**src/rtl/l0umc_defines.svh**
```systemverilog
// Purpose: offsets, field positions, reset values and codes of the first loop user controls
// Assumes: register indices times four give the APB byte address
// Notes:   definitions only
`ifndef L0UMC_DEFINES_SVH
`define L0UMC_DEFINES_SVH

// register indices
`define L0UMC_IDX_USER_MODE   16'h0a22
`define L0UMC_IDX_RESET_CTL   16'h0a23
`define L0UMC_IDX_PHASE_CMD   16'h0a24
`define L0UMC_IDX_STATUS      16'h0a25
`define L0UMC_IDX_PHASE_OFFS  16'h0a26

// user mode fields
`define L0UMC_MREF_MSB        6
`define L0UMC_MREF_LSB        5
`define L0UMC_SMODE_MSB       4
`define L0UMC_SMODE_LSB       2
`define L0UMC_HOLD_BIT        1
`define L0UMC_FREE_BIT        0

// reset control fields
`define L0UMC_RST_LF_BIT      2
`define L0UMC_RST_TW_BIT      1
`define L0UMC_RST_AS_BIT      0

// phase command fields
`define L0UMC_PH_ZERO_BIT     2
`define L0UMC_PH_DEC_BIT      1
`define L0UMC_PH_INC_BIT      0

// status fields
`define L0UMC_ST_RSVD_BIT     0
`define L0UMC_ST_PEND_BIT     1

// reset values
`define L0UMC_MODE_RESET      8'h00
`define L0UMC_RST_RESET       8'h00
`define L0UMC_PH_RESET        8'h00

// switching mode codes
`define L0UMC_SM_AUTO_REV     3'h0
`define L0UMC_SM_AUTO_NONREV  3'h1
`define L0UMC_SM_MAN_FALLBK   3'h2
`define L0UMC_SM_MAN_HOLDOVR  3'h3
`define L0UMC_SM_MAN_ONLY     3'h4

`endif

```
**src/rtl/l0umc_pkg.sv**
```systemverilog
// Purpose: shared types of the first loop user controls
// Assumes: nothing
// Notes:   codes follow declaration order
package l0umc_pkg;

   typedef enum logic [1:0] {L0UMC_REF_A, L0UMC_REF_B, L0UMC_REF_C, L0UMC_REF_D} l0umc_ref_e;

   typedef enum logic [1:0] {L0UMC_PH_NONE, L0UMC_PH_ZERO, L0UMC_PH_DEC, L0UMC_PH_INC} l0umc_phcmd_e;

   typedef logic [7:0] l0umc_byte_t;

endpackage : l0umc_pkg

```
**src/rtl/l0umc_top.sv**
```systemverilog
// Purpose: user mode, reset and phase command registers of the first digital loop
// Assumes: APB slave, zero wait states, register index times four is the byte address
// Notes:   reset bits are levels held by software; phase bits clear themselves
//
// Notes on behaviour
// - The manual reference field in bits 6:5 selects reference A, B, C or D for codes 00 to 11, A after reset.
// - The switching mode field in bits 4:2 selects automatic revertive for 000 and automatic nonrevertive for 001.
// - Switching mode 010 is manual selection that falls back to another valid reference on failure.
// - Switching mode 011 is manual selection that falls back into holdover on failure.
// - Switching mode 100 is manual selection that stays on the chosen reference whatever its validity.
// - While the forced holdover bit 1 is set the loop stays in holdover, cleared after reset.
// - While the forced free run bit 0 is set the loop stays in free run, cleared after reset.
// - Bit 2 of the reset register clears the digital loop filter, for debug only.
// - Bit 1 of the reset register resets the tuning word history logic.
// - Bit 0 of the reset register resets the automatic synchronization logic.
// - Writing one to bit 2 of the phase register zeroes the phase offset, then the bit clears itself.
// - Writing one to bit 1 of the phase register subtracts the step once, then the bit clears itself.
// - Writing one to bit 0 of the phase register adds the step once, then the bit clears itself.
`timescale 1ns/10ps
`include "l0umc_defines.svh"
module l0umc_top
   import l0umc_pkg::*;
#(
   parameter int AW     = 16,
   parameter int OFFS_W = 32,
   parameter int STEP_W = 16
)
(
   input  wire logic              pclk,
   input  wire logic              presetn,
   input  wire logic              psel,
   input  wire logic              penable,
   input  wire logic              pwrite,
   input  wire logic [AW-1:0]     paddr,
   input  wire logic [31:0]       pwdata,
   input  wire logic [3:0]        pstrb,
   output logic      [31:0]       prdata,
   output logic                   pready,
   output logic                   pslverr,
   input  wire logic [STEP_W-1:0] phase_step,
   output l0umc_ref_e             manual_ref,
   output logic      [3:0]        manual_ref_onehot,
   output logic      [2:0]        switch_mode,
   output logic                   mode_auto_revertive,
   output logic                   mode_auto_nonrevertive,
   output logic                   mode_manual_ref_fallback,
   output logic                   mode_manual_holdover_fallback,
   output logic                   mode_manual_no_fallback,
   output logic                   mode_reserved,
   output logic                   force_holdover,
   output logic                   force_free_run,
   output logic                   loop_filter_clear,
   output logic                   tuning_word_history_reset,
   output logic                   autosync_reset,
   output logic      [OFFS_W-1:0] phase_offset
);

   typedef struct packed
   {
      l0umc_ref_e  mref;
      logic [2:0]  smode;
      logic        hold;
      logic        free;
      logic        rst_lf;
      logic        rst_tw;
      logic        rst_as;
      logic [2:0]  ph_pend;
      logic [5:0]  mode_flags;
      logic [31:0] rdata;
   } l0umc_state_s;

   l0umc_state_s st_reg;
   l0umc_state_s st_next;

   logic         sel_mode;
   logic         sel_rst;
   logic         sel_phase;
   logic         sel_stat;
   logic         sel_offs;
   logic         hit;
   logic         setup_cyc;
   logic         access_cyc;
   logic         wr_en;
   l0umc_phcmd_e ph_cmd;
   l0umc_byte_t  mode_rb;
   l0umc_byte_t  rst_rb;
   l0umc_byte_t  ph_rb;
   l0umc_byte_t  stat_rb;

   // one-hot decode of the switching mode, unused codes set the reserved flag bit 5
   function automatic logic [5:0] l0umc_mode_decode(input logic [2:0] code);
      logic [5:0] f;
      f = 6'h00;
      case (code)
         `L0UMC_SM_AUTO_REV:
         begin
            f[0] = 1'b1;
         end
         `L0UMC_SM_AUTO_NONREV:
         begin
            f[1] = 1'b1;
         end
         `L0UMC_SM_MAN_FALLBK:
         begin
            f[2] = 1'b1;
         end
         `L0UMC_SM_MAN_HOLDOVR:
         begin
            f[3] = 1'b1;
         end
         `L0UMC_SM_MAN_ONLY:
         begin
            f[4] = 1'b1;
         end
         default:
         begin
            f[5] = 1'b1;
         end
      endcase
      l0umc_mode_decode = f;
   endfunction : l0umc_mode_decode

   l0umc_apb_dec #(
      .AW        (AW)
   ) u_dec (
      .paddr     (paddr),
      .sel_mode  (sel_mode),
      .sel_rst   (sel_rst),
      .sel_phase (sel_phase),
      .sel_stat  (sel_stat),
      .sel_offs  (sel_offs),
      .hit       (hit)
   );

   // apb handshake, always ready
   assign setup_cyc  = psel & ~penable;
   assign access_cyc = psel & penable;
   assign pready     = 1'b1;
   assign pslverr    = access_cyc & ~hit;
   assign wr_en      = access_cyc & pwrite & hit & pstrb[0];

   // pending phase bits become one command, zero first
   always_comb
   begin
      if (st_reg.ph_pend[`L0UMC_PH_ZERO_BIT])
      begin
         ph_cmd = L0UMC_PH_ZERO;
      end
      else if (st_reg.ph_pend[`L0UMC_PH_DEC_BIT])
      begin
         ph_cmd = L0UMC_PH_DEC;
      end
      else if (st_reg.ph_pend[`L0UMC_PH_INC_BIT])
      begin
         ph_cmd = L0UMC_PH_INC;
      end
      else
      begin
         ph_cmd = L0UMC_PH_NONE;
      end
   end

   // read back values
   always_comb
   begin
      mode_rb = 8'h00;
      mode_rb[`L0UMC_MREF_MSB:`L0UMC_MREF_LSB]   = st_reg.mref;
      mode_rb[`L0UMC_SMODE_MSB:`L0UMC_SMODE_LSB] = st_reg.smode;
      mode_rb[`L0UMC_HOLD_BIT]                   = st_reg.hold;
      mode_rb[`L0UMC_FREE_BIT]                   = st_reg.free;
      rst_rb = 8'h00;
      rst_rb[`L0UMC_RST_LF_BIT] = st_reg.rst_lf;
      rst_rb[`L0UMC_RST_TW_BIT] = st_reg.rst_tw;
      rst_rb[`L0UMC_RST_AS_BIT] = st_reg.rst_as;
      ph_rb = 8'h00;
      ph_rb[2:0] = st_reg.ph_pend;
      stat_rb = 8'h00;
      stat_rb[`L0UMC_ST_RSVD_BIT] = st_reg.mode_flags[5];
      stat_rb[`L0UMC_ST_PEND_BIT] = |st_reg.ph_pend;
   end

   always_comb
   begin
      st_next = st_reg;
      // pending phase bits are consumed in one cycle
      st_next.ph_pend = 3'h0;
      if (wr_en && sel_mode)
      begin
         st_next.mref  = l0umc_ref_e'(pwdata[`L0UMC_MREF_MSB:`L0UMC_MREF_LSB]);
         st_next.smode = pwdata[`L0UMC_SMODE_MSB:`L0UMC_SMODE_LSB];
         st_next.hold  = pwdata[`L0UMC_HOLD_BIT];
         st_next.free  = pwdata[`L0UMC_FREE_BIT];
      end
      if (wr_en && sel_rst)
      begin
         st_next.rst_lf = pwdata[`L0UMC_RST_LF_BIT];
         st_next.rst_tw = pwdata[`L0UMC_RST_TW_BIT];
         st_next.rst_as = pwdata[`L0UMC_RST_AS_BIT];
      end
      // a new write wins over the self clear
      if (wr_en && sel_phase)
      begin
         st_next.ph_pend[`L0UMC_PH_ZERO_BIT] = pwdata[`L0UMC_PH_ZERO_BIT];
         st_next.ph_pend[`L0UMC_PH_DEC_BIT]  = pwdata[`L0UMC_PH_DEC_BIT];
         st_next.ph_pend[`L0UMC_PH_INC_BIT]  = pwdata[`L0UMC_PH_INC_BIT];
      end
      st_next.mode_flags = l0umc_mode_decode(st_next.smode);
      // read data captured in the setup cycle
      if (setup_cyc && !pwrite)
      begin
         if (sel_mode)
         begin
            st_next.rdata = {24'h000000, mode_rb};
         end
         else if (sel_rst)
         begin
            st_next.rdata = {24'h000000, rst_rb};
         end
         else if (sel_phase)
         begin
            st_next.rdata = {24'h000000, ph_rb};
         end
         else if (sel_stat)
         begin
            st_next.rdata = {24'h000000, stat_rb};
         end
         else if (sel_offs)
         begin
            st_next.rdata = 32'(phase_offset);
         end
         else
         begin
            st_next.rdata = 32'h00000000;
         end
      end
   end

   always_ff @(posedge pclk or negedge presetn)
   begin
      if (!presetn)
      begin
         st_reg.mref       <= L0UMC_REF_A;
         st_reg.smode      <= 3'(`L0UMC_MODE_RESET >> `L0UMC_SMODE_LSB);
         st_reg.hold       <= 1'(`L0UMC_MODE_RESET >> `L0UMC_HOLD_BIT);
         st_reg.free       <= 1'(`L0UMC_MODE_RESET >> `L0UMC_FREE_BIT);
         st_reg.rst_lf     <= 1'(`L0UMC_RST_RESET >> `L0UMC_RST_LF_BIT);
         st_reg.rst_tw     <= 1'(`L0UMC_RST_RESET >> `L0UMC_RST_TW_BIT);
         st_reg.rst_as     <= 1'(`L0UMC_RST_RESET >> `L0UMC_RST_AS_BIT);
         st_reg.ph_pend    <= 3'(`L0UMC_PH_RESET);
         st_reg.mode_flags <= 6'h01;
         st_reg.rdata      <= 32'h00000000;
      end
      else
      begin
         st_reg <= st_next;
      end
   end

   l0umc_phase_acc #(
      .OFFS_W  (OFFS_W),
      .STEP_W  (STEP_W)
   ) u_acc (
      .pclk    (pclk),
      .presetn (presetn),
      .cmd     (ph_cmd),
      .step    (phase_step),
      .offset  (phase_offset)
   );

   // one-hot reference select
   genvar g;
   generate
      for (g = 0; g < 4; g++)
      begin : g_ref
         assign manual_ref_onehot[g] = (st_reg.mref == l0umc_ref_e'(g));
      end
   endgenerate

   assign prdata                        = st_reg.rdata;
   assign manual_ref                    = st_reg.mref;
   assign switch_mode                   = st_reg.smode;
   assign mode_auto_revertive           = st_reg.mode_flags[0];
   assign mode_auto_nonrevertive        = st_reg.mode_flags[1];
   assign mode_manual_ref_fallback      = st_reg.mode_flags[2];
   assign mode_manual_holdover_fallback = st_reg.mode_flags[3];
   assign mode_manual_no_fallback       = st_reg.mode_flags[4];
   assign mode_reserved                 = st_reg.mode_flags[5];
   assign force_holdover                = st_reg.hold;
   assign force_free_run                = st_reg.free;
   assign loop_filter_clear             = st_reg.rst_lf;
   assign tuning_word_history_reset     = st_reg.rst_tw;
   assign autosync_reset                = st_reg.rst_as;

endmodule : l0umc_top

```
**src/rtl/l0umc_apb_dec.sv**
```systemverilog
// Purpose: APB address decode for the first loop user controls
// Assumes: word aligned byte addresses, index times four
// Notes:   pure decode, no state
`timescale 1ns/10ps
`include "l0umc_defines.svh"
module l0umc_apb_dec
   import l0umc_pkg::*;
#(
   parameter int AW = 16
)
(
   input  wire logic [AW-1:0] paddr,
   output logic               sel_mode,
   output logic               sel_rst,
   output logic               sel_phase,
   output logic               sel_stat,
   output logic               sel_offs,
   output logic               hit
);

   function automatic logic l0umc_match(input logic [AW-1:0] addr, input logic [15:0] idx);
      l0umc_match = (addr == AW'({idx, 2'b00}));
   endfunction : l0umc_match

   always_comb
   begin
      sel_mode  = l0umc_match(paddr, `L0UMC_IDX_USER_MODE);
      sel_rst   = l0umc_match(paddr, `L0UMC_IDX_RESET_CTL);
      sel_phase = l0umc_match(paddr, `L0UMC_IDX_PHASE_CMD);
      sel_stat  = l0umc_match(paddr, `L0UMC_IDX_STATUS);
      sel_offs  = l0umc_match(paddr, `L0UMC_IDX_PHASE_OFFS);
      hit       = sel_mode | sel_rst | sel_phase | sel_stat | sel_offs;
   end

endmodule : l0umc_apb_dec

```
**src/rtl/l0umc_phase_acc.sv**
```systemverilog
// Purpose: incremental phase offset accumulator of the first loop
// Assumes: one command per cycle, step size supplied from outside
// Notes:   offset is two's complement, wraps on overflow
`timescale 1ns/10ps
module l0umc_phase_acc
   import l0umc_pkg::*;
#(
   parameter int OFFS_W = 32,
   parameter int STEP_W = 16
)
(
   input  wire logic               pclk,
   input  wire logic               presetn,
   input  wire l0umc_phcmd_e       cmd,
   input  wire logic [STEP_W-1:0]  step,
   output logic      [OFFS_W-1:0]  offset
);

   typedef struct packed
   {
      logic [OFFS_W-1:0] offs;
   } l0umc_acc_s;

   l0umc_acc_s acc_reg;
   l0umc_acc_s acc_next;

   always_comb
   begin
      acc_next = acc_reg;
      case (cmd)
         L0UMC_PH_ZERO:
         begin
            acc_next.offs = '0;
         end
         L0UMC_PH_DEC:
         begin
            acc_next.offs = acc_reg.offs - OFFS_W'(step);
         end
         L0UMC_PH_INC:
         begin
            acc_next.offs = acc_reg.offs + OFFS_W'(step);
         end
         default:
         begin
            acc_next = acc_reg;
         end
      endcase
   end

   always_ff @(posedge pclk or negedge presetn)
   begin
      if (!presetn)
      begin
         acc_reg <= '0;
      end
      else
      begin
         acc_reg <= acc_next;
      end
   end

   assign offset = acc_reg.offs;

endmodule : l0umc_phase_acc

```
**config.mk**
```make
export PLATFORM = sky130hd
export DESIGN_NAME = l0umc_top
export DESIGN_NICKNAME = d
export VERILOG_FILES = /design/src/rtl/l0umc_pkg.sv /design/src/rtl/l0umc_top.sv /design/src/rtl/l0umc_apb_dec.sv /design/src/rtl/l0umc_phase_acc.sv
export VERILOG_INCLUDE_DIRS = /design/src /design/src/rtl
export SDC_FILE = /design/constraint.sdc
export NUM_CORES = 1
export LEC_CHECK = 0
export ABC_AREA = 1
export BUFFER_PORTS_ARGS = -buffer_cell sky130_fd_sc_hd__buf_4
export CAP_MARGIN = 30
export CORE_MARGIN = 1
export CORE_UTILIZATION = 39
export CTS_BUF_LIST = sky130_fd_sc_hd__clkbuf_4
export DETAILED_ROUTE_END_ITERATION = 8
export GPL_TIMING_DRIVEN = 0
export SETUP_SLACK_MARGIN = 0.15
export SLEW_MARGIN = 20
export SYNTH_ARGS = -nofsm -noshare
export SYNTH_HDL_FRONTEND = slang
export SYNTH_SLANG_ARGS = --single-unit
```
**constraint.sdc**
```tcl
create_clock -name pclk -period 4.3 [get_ports pclk]
set_input_delay 0.86 -clock pclk [delete_from_list [all_inputs] [get_ports pclk]]
set_output_delay 0.86 -clock pclk [all_outputs]
set_load 0.05 [all_outputs]
```
### Word level (Yosys, flattened, before mapping)

Index checks and enable logic that the tools add are counted.

| operators by class | value |
|---|---|
| add/sub/neg operators | 2 |
| muxes and demuxes | 17 |
| equal/unequal tests | 15 |
| bitwise operators | 12 |
| reductions and logical operators | 10 |

Operator list:

| cell | number |
|---|---|
| $mux W32 | 5 |
| $pmux W32 S3 | 1 |
| $eq A16 B14 Y1 const B | 5 |
| $add A32 B16 Y32 | 1 |
| $sub A32 B16 Y32 | 1 |
| $eq A2 B2 Y1 const B | 4 |
| $and A1 B1 Y1 | 6 |
| $eq A3 B2 Y1 const B | 2 |
| $mux W1 | 6 |
| $mux W2 | 3 |
| $mux W5 | 1 |
| $reduce_or A5 Y1 | 1 |
| $eq A2 B1 Y1 const B | 2 |
| $logic_and A1 B1 Y1 | 4 |
| $or A1 B1 Y1 | 4 |
| $eq A3 B1 Y1 const B | 1 |
| $eq A3 B3 Y1 const B | 1 |
| $logic_not A3 Y1 | 1 |
| $mux W3 | 1 |
| $reduce_bool A3 Y1 | 1 |
| $reduce_or A3 Y1 | 1 |
| $logic_not A2 Y1 | 1 |
| $not A1 Y1 | 2 |
| $logic_not A1 Y1 | 1 |

| storage, ports and cells | value |
|---|---|
| logic and storage cells | 67 |
| bits of input ports | 73 |
| flip-flop bits (word level) | 83 |
| output and inout port bits | 86 |

### Longest topological paths before layout

Gate-level depths: netlist of run 1.

| depth | value |
|---|---|
| word-level depth | 12 |
| depth in mapped cells | 22 |
| depth with buffers taken out | 22 |

### By module

From an unflattened synthesis of run 1, not the netlist that was laid out.

| unflattened totals | value |
|---|---|
| cells, all modules | 1,039 |
| area total of the unflattened synthesis | 6,621.4 um2 |

Modules (own cells, without submodules):

| module | cells each | area each (um2) | times used | sequential area each (um2) |
|---|---|---|---|---|
| l0umc_phase_acc | 715 | 4,090.2 | 1 | 800.8 |
| l0umc_top | 269 | 2,299.7 | 1 | 1,277.5 |
| l0umc_apb_dec | 55 | 231.5 | 1 | 0.0 |

### Worst setup path after synthesis of run 1

Ideal clock, no wire load.

| timing path | value |
|---|---|
| path type | in2reg |
| from | input port phase_step[1] |
| to | register u_acc.acc_reg (netlist bit u_acc.offset[28]) |
| arrival time | 3,258 ps |
| buffers on the path | 0 |
| stages | 21 |
| slack | 924 ps |
| required time | 4,182 ps |
| library setup time | 118 ps |
| cell sequence | inv_1 nand3_1 nor3_1 nand4_1 inv_1 nand2_1 nor3_1 ha_1 nand2_1 o21ai_0 ha_1 nand2_1 inv_1 nand2_1 nor2_1 and2_1 nand2_1 nand2_1 nand2_1 nand3_1 nand2_1 |

| on the way | value |
|---|---|
| cells in the longest elaborated chain, start to end | 2 |
| elaborated cells on any way between the ends | 3 |
| those cells by class | add/sub (2); mux (1) |

RTL lines:

| item | RTL line | text |
|---|---|---|
| start, declared | l0umc_top.sv:40 | `input wire logic [STEP_W-1:0] phase_step,` |
| $add A32 B16 Y32 / $sub A32 B16 Y32 (equally long branches) | l0umc_phase_acc.sv:41, l0umc_phase_acc.sv:37 |  |
| $pmux W32 S3 * | l0umc_phase_acc.sv:30 | `case (cmd)` |
| end signal, assigned | l0umc_phase_acc.sv:58 | `acc_reg <= acc_next;` |
| end, declared | l0umc_phase_acc.sv:24 | `l0umc_acc_s acc_reg;` |

Mark *: on every way between the ends. The rest lies on a longest branch, timed or not.
A chain may end at the register's enable or synchronous reset.

### Worst setup path after layout of run 1

| timing path | value |
|---|---|
| from | input port phase_step[1] |
| to | register u_acc.acc_reg (netlist bit u_acc.offset[20]) |

Same word-level chain as after synthesis.

==> run_results.csv, run 1 <==
group,metric,value,unit
final_layout,syn_to_final_growth,21.5,%
clocking,post_cts_resized,0,
global_routing,grt_first_pass_wirelength,33.3,mm
final_layout,drive_gt1_share,16.1,%
critical_path,crit_path_start_kind,"primary input",
timing,hold_viol_final,0,
logic_synthesis,synth-warning-count,0,
logic_synthesis,synth_top_family_by_area,"simple AND/OR/NAND/NOR gates",
placement,gp_congestion,0.931,
critical_path,worstSetupStartpoint,"phase_step[1]",
placement,dp_hpwl,17.4,mm
clocking,insertion_delay,470,ps
critical_path,reg2reg_from,"ph_rb[2]$_DFF_PN0_",
clocking,htree_num_levels,3,
floorplanning,rows,47,
drt,firstDrtPassIters,5,
floorplanning,die_x,132,um
critical_path,reg2reg_depth,17,
timing,skew,24.5,ps
critical_path,worstSetupPathType,"in -> reg",
logic_synthesis,ys.flop_type,"dfrtp_1",
critical_path,path_common_cell,"nand2_1",
global_routing,grt_max_degree,53,
timing,post-route-min-period,3700,ps
placement,io_buffers,129,
timing,fin_crit_sh,86.1,%
critical_path,crit_fanout,8,
floorplanning,die_y,132,um
global_routing,grtUsageTotal,25.0,%
floorplanning,boundaryPins,159,
clocking,clk_pin_slew,160,ps
hold_path,hp-class,"in -> async",
logic_synthesis,ys_types,43,
floorplanning,core_area,16500,um2
global_routing,grt_overflow,0,
clocking,cts_tree,"built",
critical_path,required,4660,ps
placement,dp_slack,184,ps
logic_synthesis,synth-xor-area-share,2.26,%
clocking,cts_root_buffer,"clkbuf_4",
logic_synthesis,synth-compound-area-share,10.8,%
placement,place_inst,1369,
drt,vias,6724,
floorplanning,dieArea,17400,um2
clocking,numCtsBuffers,9,
final_layout,postLayoutCoreUtil,48.4,%
final_layout,final_cell_area,7990,um2
clocking,clockBufferDepth,2,
logic_synthesis,synth_fp_nets,1130,
logic_synthesis,post_synth_fa_ha_maj_area_fraction,7.34,%
logic_synthesis,ys_ff_latch,83,
logic_synthesis,synth_edf_count,0,
floorplanning,start_util,39.8,%
drt,first_iter_violations,477,
clocking,cts.sinks,83,
logic_synthesis,synth.area.mux_share,0,%
placement,placed_cell_area,7850,um2
timing,fin_ws,597,ps
timing,fin_setup_tns,0,ps
drt,via_per_inst,4.85,
final_layout,fin_cells,1386,
critical_path,slowest_stage,"ha_1",
logic_synthesis,postSynthCellCount,1019,
timing,max_slew.worst_pin.slew,835,ps
timing,finalSetupViolations,0,
clocking,cts_setup_buffers,0,
run_status,status,"finished, final reports clean",
drt,detail_route.wl_per_cell,15.3,um
logic_synthesis,synth-seq-area-share,31.6,%
critical_path,timing.rr.end,"u_acc.offset[26]$_DFFE_PN0P_",
pwr,power.leakage,4.38,nW
drt,drc,0,
logic_synthesis,avgSynthCellArea,6.46,um2
timing,max_clock_freq,0.270,GHz
drt,detail-route-antenna-nets,0,
critical_path,worstPathArrival,4070,ps
logic_synthesis,synth-simple-area-share,35.6,%
global_routing,antenna_found_initial,1,
critical_path,slowest_delay,340,ps
timing,drv_slew,0,
timing,max-slew-margin-rel,44.0,%
timing,grt_setup_unrepaired,"false",
critical_path,crit_chain,"buf_4 > inv_1 > nand3_1 > nor3_1 > nand4_1 > inv_1 > nand2_1 > nor3_1 > ha_1 > nand2_1 > o21ai_0 > ha_1 > nand2_1 > inv_1 > nand2_1 > nor2_1 > nand3_1 > nand3_1 > nand2_1 > nand2_1 > o21ai_0",
logic_synthesis,synth_area,6580,um2
pwr,peakVddDrop,0.123,mV
job,max_cap_violations,0,
final_layout,nets,1271,
pwr,pwr_density_cell,189,nW/um2
critical_path,reg2reg_slack,780,ps
global_routing,grt_pass1_vias,6336,
drt,wl,21.2,mm
critical_path,cp-end-kind,"flop",
clocking,hold_buffers,0,
logic_synthesis,async_flop_share,100,%
synth_stat cells (all sizes together), types with 2 or more instances:
cell type / number / area, um2
nand2: 361 / 1390
inv: 195 / 732
dfrtp: 82 / 2050
nor2: 74 / 308
nand3: 57 / 308
o21ai: 45 / 225
ha: 37 / 463
a21oi: 30 / 150
nand4: 23 / 144
nor3: 16 / 106
clkbuf: 14 / 52.6
o31ai: 14 / 105
a31oi: 9 / 56.3
o22ai: 9 / 56.3
xnor2: 9 / 78.8
or2: 8 / 50.1
xor2: 8 / 70.1
a41oi: 7 / 61.3
buf: 4 / 22.5
and2: 3 / 18.8
a21boi: 2 / 15.0
and3: 2 / 12.5
o21bai: 2 / 15.0
layout by cell type, fill, tap and decap left out, types with 3 or more instances in the layout:
master | netlist | routed
clkbuf_1 | 14 | 14
and2_1 | 3 | 3
xnor2_1 | 9 | 9
ha_1 | 37 | 37
nor3_2 | 3 | 3
clkbuf_4 | 0 | 10
nand3_1 | 54 | 54
a41oi_1 | 7 | 7
xor2_1 | 8 | 8
a21oi_1 | 30 | 30
o22ai_1 | 9 | 9
a31oi_1 | 9 | 9
o21ai_0 | 43 | 43
nor2_1 | 68 | 68
buf_4 | 1 | 130
or2_2 | 8 | 8
nand2_2 | 9 | 9
inv_1 | 189 | 189
nand2_1 | 351 | 351
nor3_1 | 12 | 12
buf_2 | 3 | 3
inv_2 | 6 | 6
dfrtp_1 | 82 | 82
nand4_1 | 23 | 23
nor2_4 | 3 | 3
nor2_2 | 3 | 3
o31ai_1 | 14 | 14
critical path, delay by kind of cell:
family / cells / cell delay, ps
AO/OA/AOI/OAI: 2 / 210
AND/OR/NAND/NOR: 13 / 1850
buffers and inverters: 4 / 550
adder cells (fa/ha/maj): 2 / 600
area by class of cell:
type / instances / area, um2
multi-input combinational: 722 / 3690
inverter: 196 / 736
antenna: 1 / 2.50
clock inverter: 6 / 65.1
sequential: 83 / 2080
fill: 1751 / 8530
timing repair buffer: 130 / 996
tap: 220 / 275
clock buffer: 10 / 75.1
buffer: 18 / 75.1
kinds of logic after synthesis:
group / count (synthesis)
and+or+nand+nor: 545
buffers and inverters: 214
AOI/OAI and AO/OA: 121
DFF: 83
adders and majority gates: 38
xor gates and xnor gates: 17
other: 1
stage by stage:
| step | power [mW] | hold WS, ps |
|---|---|---|
| floorplan | 0.939 | 564 |
| global placement | 1.04 | 469 |
| detailed placement | 1.04 | 472 |
| CTS | 1.53 | 308 |
| global route | 1.59 | 318 |
| finish | 1.51 | 326 |
power by group:
group / switching, mW / internal [mW] / total, mW
clock: 0.299 / 0.185 / 0.484
combinational: 0.154 / 0.0854 / 0.240
sequential: 0.00205 / 0.784 / 0.786
total: 0.456 / 1.05 / 1.51
sequential cells by signal, indices dropped and copies added (netlist names):
signal,cells
tuning_word_history_reset,1
prdata,32
mode_manual_no_fallback,1
switch_mode,3
ph_rb,3
force_free_run,1
manual_ref,2
autosync_reset,1
mode_manual_holdover_fallback,1
mode_manual_ref_fallback,1
force_holdover,1
u_acc.offset,32
mode_auto_nonrevertive,1
mode_auto_revertive,1
loop_filter_clear,1
mode_reserved,1
how the worst max path moves through the flow:
stage,end,slack [ps],depth (start not counted)
global placement,u_acc.offset[20]$_DFFE_PN0P_,190,23
detailed placement,u_acc.offset[20]$_DFFE_PN0P_,180,21
CTS,u_acc.offset[20]$_DFFE_PN0P_,680,21
floorplan,u_acc.offset[28]$_DFFE_PN0P_,920,21
global route,u_acc.offset[27]$_DFFE_PN0P_,300,21
finish,u_acc.offset[20]$_DFFE_PN0P_,600,21
metal layers:
| layer | vias up | GRT usage (%) | routed length [um] |
|---|---|---|---|
| met5 | - | 0 | 0 |
| met4 | 0 | 10.1 | 663 |
| met3 | 45 | 4.77 | 1540 |
| met2 | 199 | 38.5 | 9120 |
| met1 | 2987 | 34.4 | 9860 |
| li1 | 3493 | - | - |
Power figures use the tool's default switching activity.
==> inputs of run 2 (changes only) <==
--- a/config.mk
+++ b/config.mk
@@ -14,6 +14,7 @@
 export CTS_BUF_LIST = sky130_fd_sc_hd__clkbuf_4
 export DETAILED_ROUTE_END_ITERATION = 8
 export GPL_TIMING_DRIVEN = 0
+export MAX_ROUTING_LAYER = met4
 export SETUP_SLACK_MARGIN = 0.15
 export SLEW_MARGIN = 20
 export SYNTH_ARGS = -nofsm -noshare
==> constraint.sdc (replaced) <==
create_clock -name pclk -period 3.4 [get_ports pclk]
set_input_delay 0.68 -clock pclk [delete_from_list [all_inputs] [get_ports pclk]]
set_output_delay 0.68 -clock pclk [all_outputs]
set_load 0.05 [all_outputs]
==> run_results.csv, run 2 (synthesized netlist as in run 1, its figures left out) <==
group,metric,value,unit
run_status,status,"finished, final reports clean",
floorplanning,rows,47,
timing,max-slew-margin-rel,44.0,%
drt,first_iter_violations,544,
global_routing,grtUsageTotal,26.2,%
global_routing,grt_pass1_vias,6454,
global_routing,grt_overflow,0,
critical_path,crit_buf_inv,5,
critical_path,worstSetupPathType,"reg -> reg",
floorplanning,dieArea,17400,um2
critical_path,worstPathArrival,3420,ps
placement,dp_hpwl,17.4,mm
drt,vias,6827,
pwr,pwr_density_cell,249,nW/um2
placement,dp_slack,-555,ps
drt,detail-route-antenna-nets,0,
hold_path,hp-class,"in -> async",
pwr,power_switching,0.617,mW
clocking,htree_num_levels,3,
critical_path,slowest_stage,"dfrtp_2",
timing,skew,14.3,ps
critical_path,crit_fanout,10,
clocking,cts.sinks,83,
placement,gp_congestion,0.945,
timing,drv_slew,0,
pwr,peakVddDrop,0.211,mV
pwr,seqPwrFrac,48.9,%
final_layout,drive_gt1_share,18.4,%
critical_path,cp-end-kind,"flop",
floorplanning,start_util,39.8,%
final_layout,final_common_cell,"nand2_1",
critical_path,crit_path_start_kind,"flop",
pwr,p_sw_share,30.4,%
global_routing,grt_max_degree,46,
timing,grt_setup_unrepaired,"false",
critical_path,slowest_delay,450,ps
pwr,p_comb_share,15.4,%
floorplanning,die_x,132,um
placement,place_inst,1369,
critical_path,required,3770,ps
timing,hold_viol_final,0,
final_layout,nets,1278,
final_layout,nFillCells,1745,
clocking,insertion_delay,460,ps
timing,max_slew.worst_pin.slew,836,ps
global_routing,antenna_found_initial,1,
clocking,cts_tree,"built",
critical_path,crit_chain,"inv_1 > nand3_1 > inv_1 > buf_2 > clkbuf_4 > a31oi_1 > ha_1 > nand2_1 > nor2_1 > inv_1 > nor2_2 > and2_1 > nand2_1 > nand2_1 > nand2_1 > nand3_1 > nand2_1",
pwr,clockPowerShare,35.7,%
clocking,hold_buffers,0,
drt,firstDrtPassIters,5,
drt,detail_route.wl_per_cell,15.4,um
placement,placed_cell_area,7850,um2
floorplanning,core_area,16500,um2
clocking,numCtsBuffers,9,
drt,wl,21.5,mm
critical_path,cp_top_family,"simple AND/OR/NAND/NOR gates",
pwr,power.leakage,4.45,nW
floorplanning,boundaryPins,159,
clocking,cts_root_buffer,"clkbuf_4",
final_layout,final_cell_area,8150,um2
floorplanning,die_y,132,um
drt,drc,0,
final_layout,layout_common_cells,"nand2_1, inv_1, buf_4",
global_routing,grt_first_pass_wirelength,34.3,mm
pwr,p_int,1.42,mW
timing,fin_ws,353,ps
timing,fin_crit_sh,89.6,%
placement,io_buffers,129,
job,max_cap_violations,0,
timing,post-route-min-period,3050,ps
critical_path,path_common_cell,"nand2_1",
final_layout,syn_to_final_growth,23.8,%
clocking,clk_pin_slew,160,ps
timing,finalSetupViolations,0,
clocking,clockBufferDepth,2,
drt,via_per_inst,4.90,
final_layout,fin_cells,1393,
timing,max_clock_freq,0.328,GHz
## run 2: power by group through the flow
stage	combinational, mW	clock, mW	sequential (mW)
floorplan	0.162	0	1.02
global placement	0.299	0	1.01
detailed placement	0.306	0	1.01
CTS	0.307	0.745	0.994
global route	0.353	0.785	0.994
finish	0.313	0.726	0.994
## run 2: metal layers
layer | track usage [%] | routed length (um) | up-vias
li1 | - | - | 3516
met1 | 36.2 | 10300 | 3070
met3 | 4.34 | 1250 | 31
met4 | 7.95 | 492 | 0
met5 | - | 0 | -
met2 | 39.1 | 9390 | 210
## run 2: repair_timing
action | 4_1_cts | 5_1_grt
resized for setup | 4 | 29
setup buffers | 0 | 7
setup endpoints to repair | 14 | 23
pin swaps | 0 | 7
gates cloned | 0 | 0
## run 2: layout make-up
cell class                 count  area (um2)  area share (%)
sequential                    83        2080            25.5
clock inverter                 7         105            1.29
clock buffer                   9        67.6           0.829
inverter                     196         736            9.03
antenna                        1        2.50          0.0307
tap                          220         275            3.38
multi-input combinational    722        3750            46.0
buffer                        18        85.1            1.04
timing repair buffer         137        1050            12.9
## run 2: stage by stage
| step | setup TNS (ps) | util (%) | power [mW] | hold WS [ps] |
|---|---|---|---|---|
| after CTS | 0 | 48.6 | 2.05 | 187 |
| after global routing | 0 | 49.3 | 2.13 | 205 |
| after global placement | -7790 | 47.3 | 1.31 | 470 |
| final | 0 | 49.3 | 2.03 | 192 |
| after detailed placement | -8400 | 47.5 | 1.32 | 470 |
| after floorplan | 0 | - | 1.19 | 384 |
## run 2: final timing paths
path	endpoint	depth (start not counted)	slack, ps	startpoint
setup reg to reg	u_acc.offset[28]$_DFFE_PN0P_	17	350	ph_rb[2]$_DFF_PN0_
hold reg to reg	prdata[24]$_DFFE_PN0P_	2	510	prdata[24]$_DFFE_PN0P_
setup / recovery	u_acc.offset[28]$_DFFE_PN0P_	17	350	ph_rb[2]$_DFF_PN0_
hold / removal	u_acc.offset[21]$_DFFE_PN0P_	1	190	presetn
max in group asynchronous	ph_rb[2]$_DFF_PN0_	2	2560	presetn
min in group pclk	manual_ref[0]$_DFFE_PN0N_	3	440	pwdata[5]
==> inputs of run 3 (changes only) <==
==> constraint.sdc (replaced) <==
create_clock -name pclk -period 3.4 [get_ports pclk]
set_input_delay 0.34 -clock pclk [delete_from_list [all_inputs] [get_ports pclk]]
set_output_delay 0.34 -clock pclk [all_outputs]
set_load 0.05 [all_outputs]
==> run_results.csv, run 3 (synthesized netlist as in run 1, its figures left out) <==
group,metric,value,unit
drt,wl_met3,1.21,mm
critical_path,cp_top_family,"simple AND/OR/NAND/NOR gates",
global_routing,grt_max_degree,46,
critical_path,timing.rr.end,"u_acc.offset[28]$_DFFE_PN0P_",
job,max_cap_violations,0,
floorplanning,core_area,16500,um2
global_routing,grt_first_pass_wirelength,34.3,mm
critical_path,required,3770,ps
timing,post-route-min-period,3040,ps
clocking,insertion_delay,470,ps
global_routing,antenna_found_initial,1,
timing,drv_slew,0,
floorplanning,boundaryPins,159,
pwr,clockPowerShare,35.7,%
timing,max_clock_freq,0.329,GHz
timing,grt_setup_unrepaired,"true",
critical_path,worstSetupStartpoint,"ph_rb[2]$_DFF_PN0_",
floorplanning,dieArea,17400,um2
drt,detail_route.wl_per_cell,15.4,um
floorplanning,rows,47,
timing,hold_viol_final,0,
drt,vias,6827,
final_layout,multi_input_area,3730,um2
critical_path,crit_chain,"inv_1 > nand3_1 > inv_1 > buf_2 > clkbuf_4 > a31oi_1 > ha_1 > nand2_1 > nor2_1 > inv_1 > nor2_1 > and2_1 > nand2_1 > nand2_1 > nand2_1 > nand3_1 > nand2_1",
final_layout,register_area,2080,um2
global_routing,grt_overflow,0,
global_routing,grtUsageTotal,26.2,%
drt,detail-route-antenna-nets,0,
pwr,peakVddDrop,0.211,mV
critical_path,worstSetupPathType,"reg -> reg",
clocking,htree_num_levels,3,
hold_path,min_from,"pwdata[5]",
placement,io_buffers,129,
pwr,p_sw_share,30.3,%
final_layout,postLayoutCoreUtil,49.1,%
drt,dr.max_layer_used,"met4",
pwr,pwr_density_cell,250,nW/um2
pwr,p_comb_share,15.3,%
final_layout,drive_gt1_share,17.6,%
critical_path,crit_fanout,10,
clocking,clk_pin_slew,150,ps
final_layout,nets,1276,
clocking,cts_root_buffer,"clkbuf_4",
timing,fin_crit_sh,89.5,%
clocking,cts_tree,"built",
drt,drc,0,
pwr,power_switching,0.615,mW
final_layout,final_common_cell,"nand2_1",
final_layout,final_cell_area,8110,um2
floorplanning,die_y,132,um
final_layout,nFillCells,1753,
global_routing,grt_pass1_vias,6453,
drt,wl,21.4,mm
pwr,p_int,1.41,mW
drt,wl_met1,10.3,mm
timing,finalSetupViolations,0,
timing,max-slew-margin-rel,43.6,%
clocking,numCtsBuffers,9,
drt,first_iter_violations,505,
placement,placed_cell_area,7850,um2
critical_path,crit_buf_inv,5,
floorplanning,start_util,39.8,%
critical_path,slowest_delay,450,ps
run_status,status,"finished, final reports clean",
drt,via_per_inst,4.91,
critical_path,worstPathArrival,3410,ps
clocking,clockBufferDepth,2,
hold_path,hp-class,"in -> reg",
hold_path,min_to,"manual_ref[0]$_DFFE_PN0N_",
clocking,cts.sinks,83,
placement,dp_hpwl,17.4,mm
critical_path,slowest_stage,"dfrtp_2",
timing,max_slew.worst_pin.slew,842,ps
placement,gp_congestion,0.945,
critical_path,cp-end-kind,"flop",
pwr,power,2.03,mW
drt,firstDrtPassIters,5,
timing,skew,14.3,ps
floorplanning,die_x,132,um
critical_path,reg2reg_from,"ph_rb[2]$_DFF_PN0_",
pwr,seqPwrFrac,49.0,%
drt,wl_met2,9.44,mm
critical_path,reg2reg_depth,17,
critical_path,reg2reg_slack,360,ps
final_layout,layout_common_cells,"nand2_1, inv_1, buf_4",
hold_path,hold_depth,3,
critical_path,crit_path_start_kind,"flop",
pwr,power.leakage,4.43,nW
final_layout,syn_to_final_growth,23.3,%
critical_path,path_common_cell,"nand2_1",
run 3: cell types whose count changed in the layout (fill, tap and decap cells not counted), sizes merged:
cell,delta
dlygate4sd3,+1
buf,-4
clkbuf,+1
run 3: through the flow:
stage	cells	setup slack, ps	TNS (ps)	hold WS, ps
after floorplan	1019	544	0	44.4
after global placement	1368	-186	-1150	470
after detailed placement	1369	-215	-1690	384
after CTS	1386	269	0	60.1
after global routing	1391	117	0	67.9
final	1391	356	0	104
run 3: per-layer routing:
metal,global-route usage [%],vias to the layer above
li1,-,3501
met1,36.2,3083
met2,39.1,212
met3,4.34,31
met4,7.95,0
met5,-,-
run 3: timing repair:
| action | in CTS | in global routing |
|---|---|---|
| pin swaps | 0 | 3 |
| resized for setup | 2 | 17 |
| hold buffers | 1 | 0 |
| setup buffers | 0 | 4 |
| hold endpoints to repair | 37 | 0 |
| endpoints found under the setup margin | 7 | 20 |
run 3: layout make-up:
| type | instances | area share (%) |
|---|---|---|
| multi-input combinational | 722 | 46.0 |
| sequential | 83 | 25.6 |
| timing repair buffer | 135 | 12.8 |
| inverter | 196 | 9.07 |
| tap | 220 | 3.39 |
| clock inverter | 7 | 1.30 |
| buffer | 18 | 1.00 |
| clock buffer | 9 | 0.833 |
| antenna | 1 | 0.0309 |
run 3: worst max-delay path by stage:
stage | end | slack [ps] | cells after the start
5_1_grt | u_acc.offset[28]$_DFFE_PN0P_ | 120 | 18
4_1_cts | u_acc.offset[14]$_DFFE_PN0P_ | 270 | 16
2_1_floorplan | u_acc.offset[28]$_DFFE_PN0P_ | 540 | 21
6_report | u_acc.offset[28]$_DFFE_PN0P_ | 360 | 17
3_5_place_dp | u_acc.offset[28]$_DFFE_PN0P_ | -210 | 22
3_3_place_gp | u_acc.offset[20]$_DFFE_PN0P_ | -190 | 21
run 3: worst min-delay path: stages:
cell and delay (ps):
buf_4 80, o21ai_0 70, inv_1 50
run 3: power groups by stage:
stage,logic (mW),clock network [mW],registers [mW]
2_1_floorplan,0.162,0,1.02
3_5_place_dp,0.306,0,1.01
4_1_cts,0.307,0.745,0.994
3_3_place_gp,0.299,0,1.01
5_1_grt,0.351,0.785,0.994
6_report,0.312,0.725,0.994
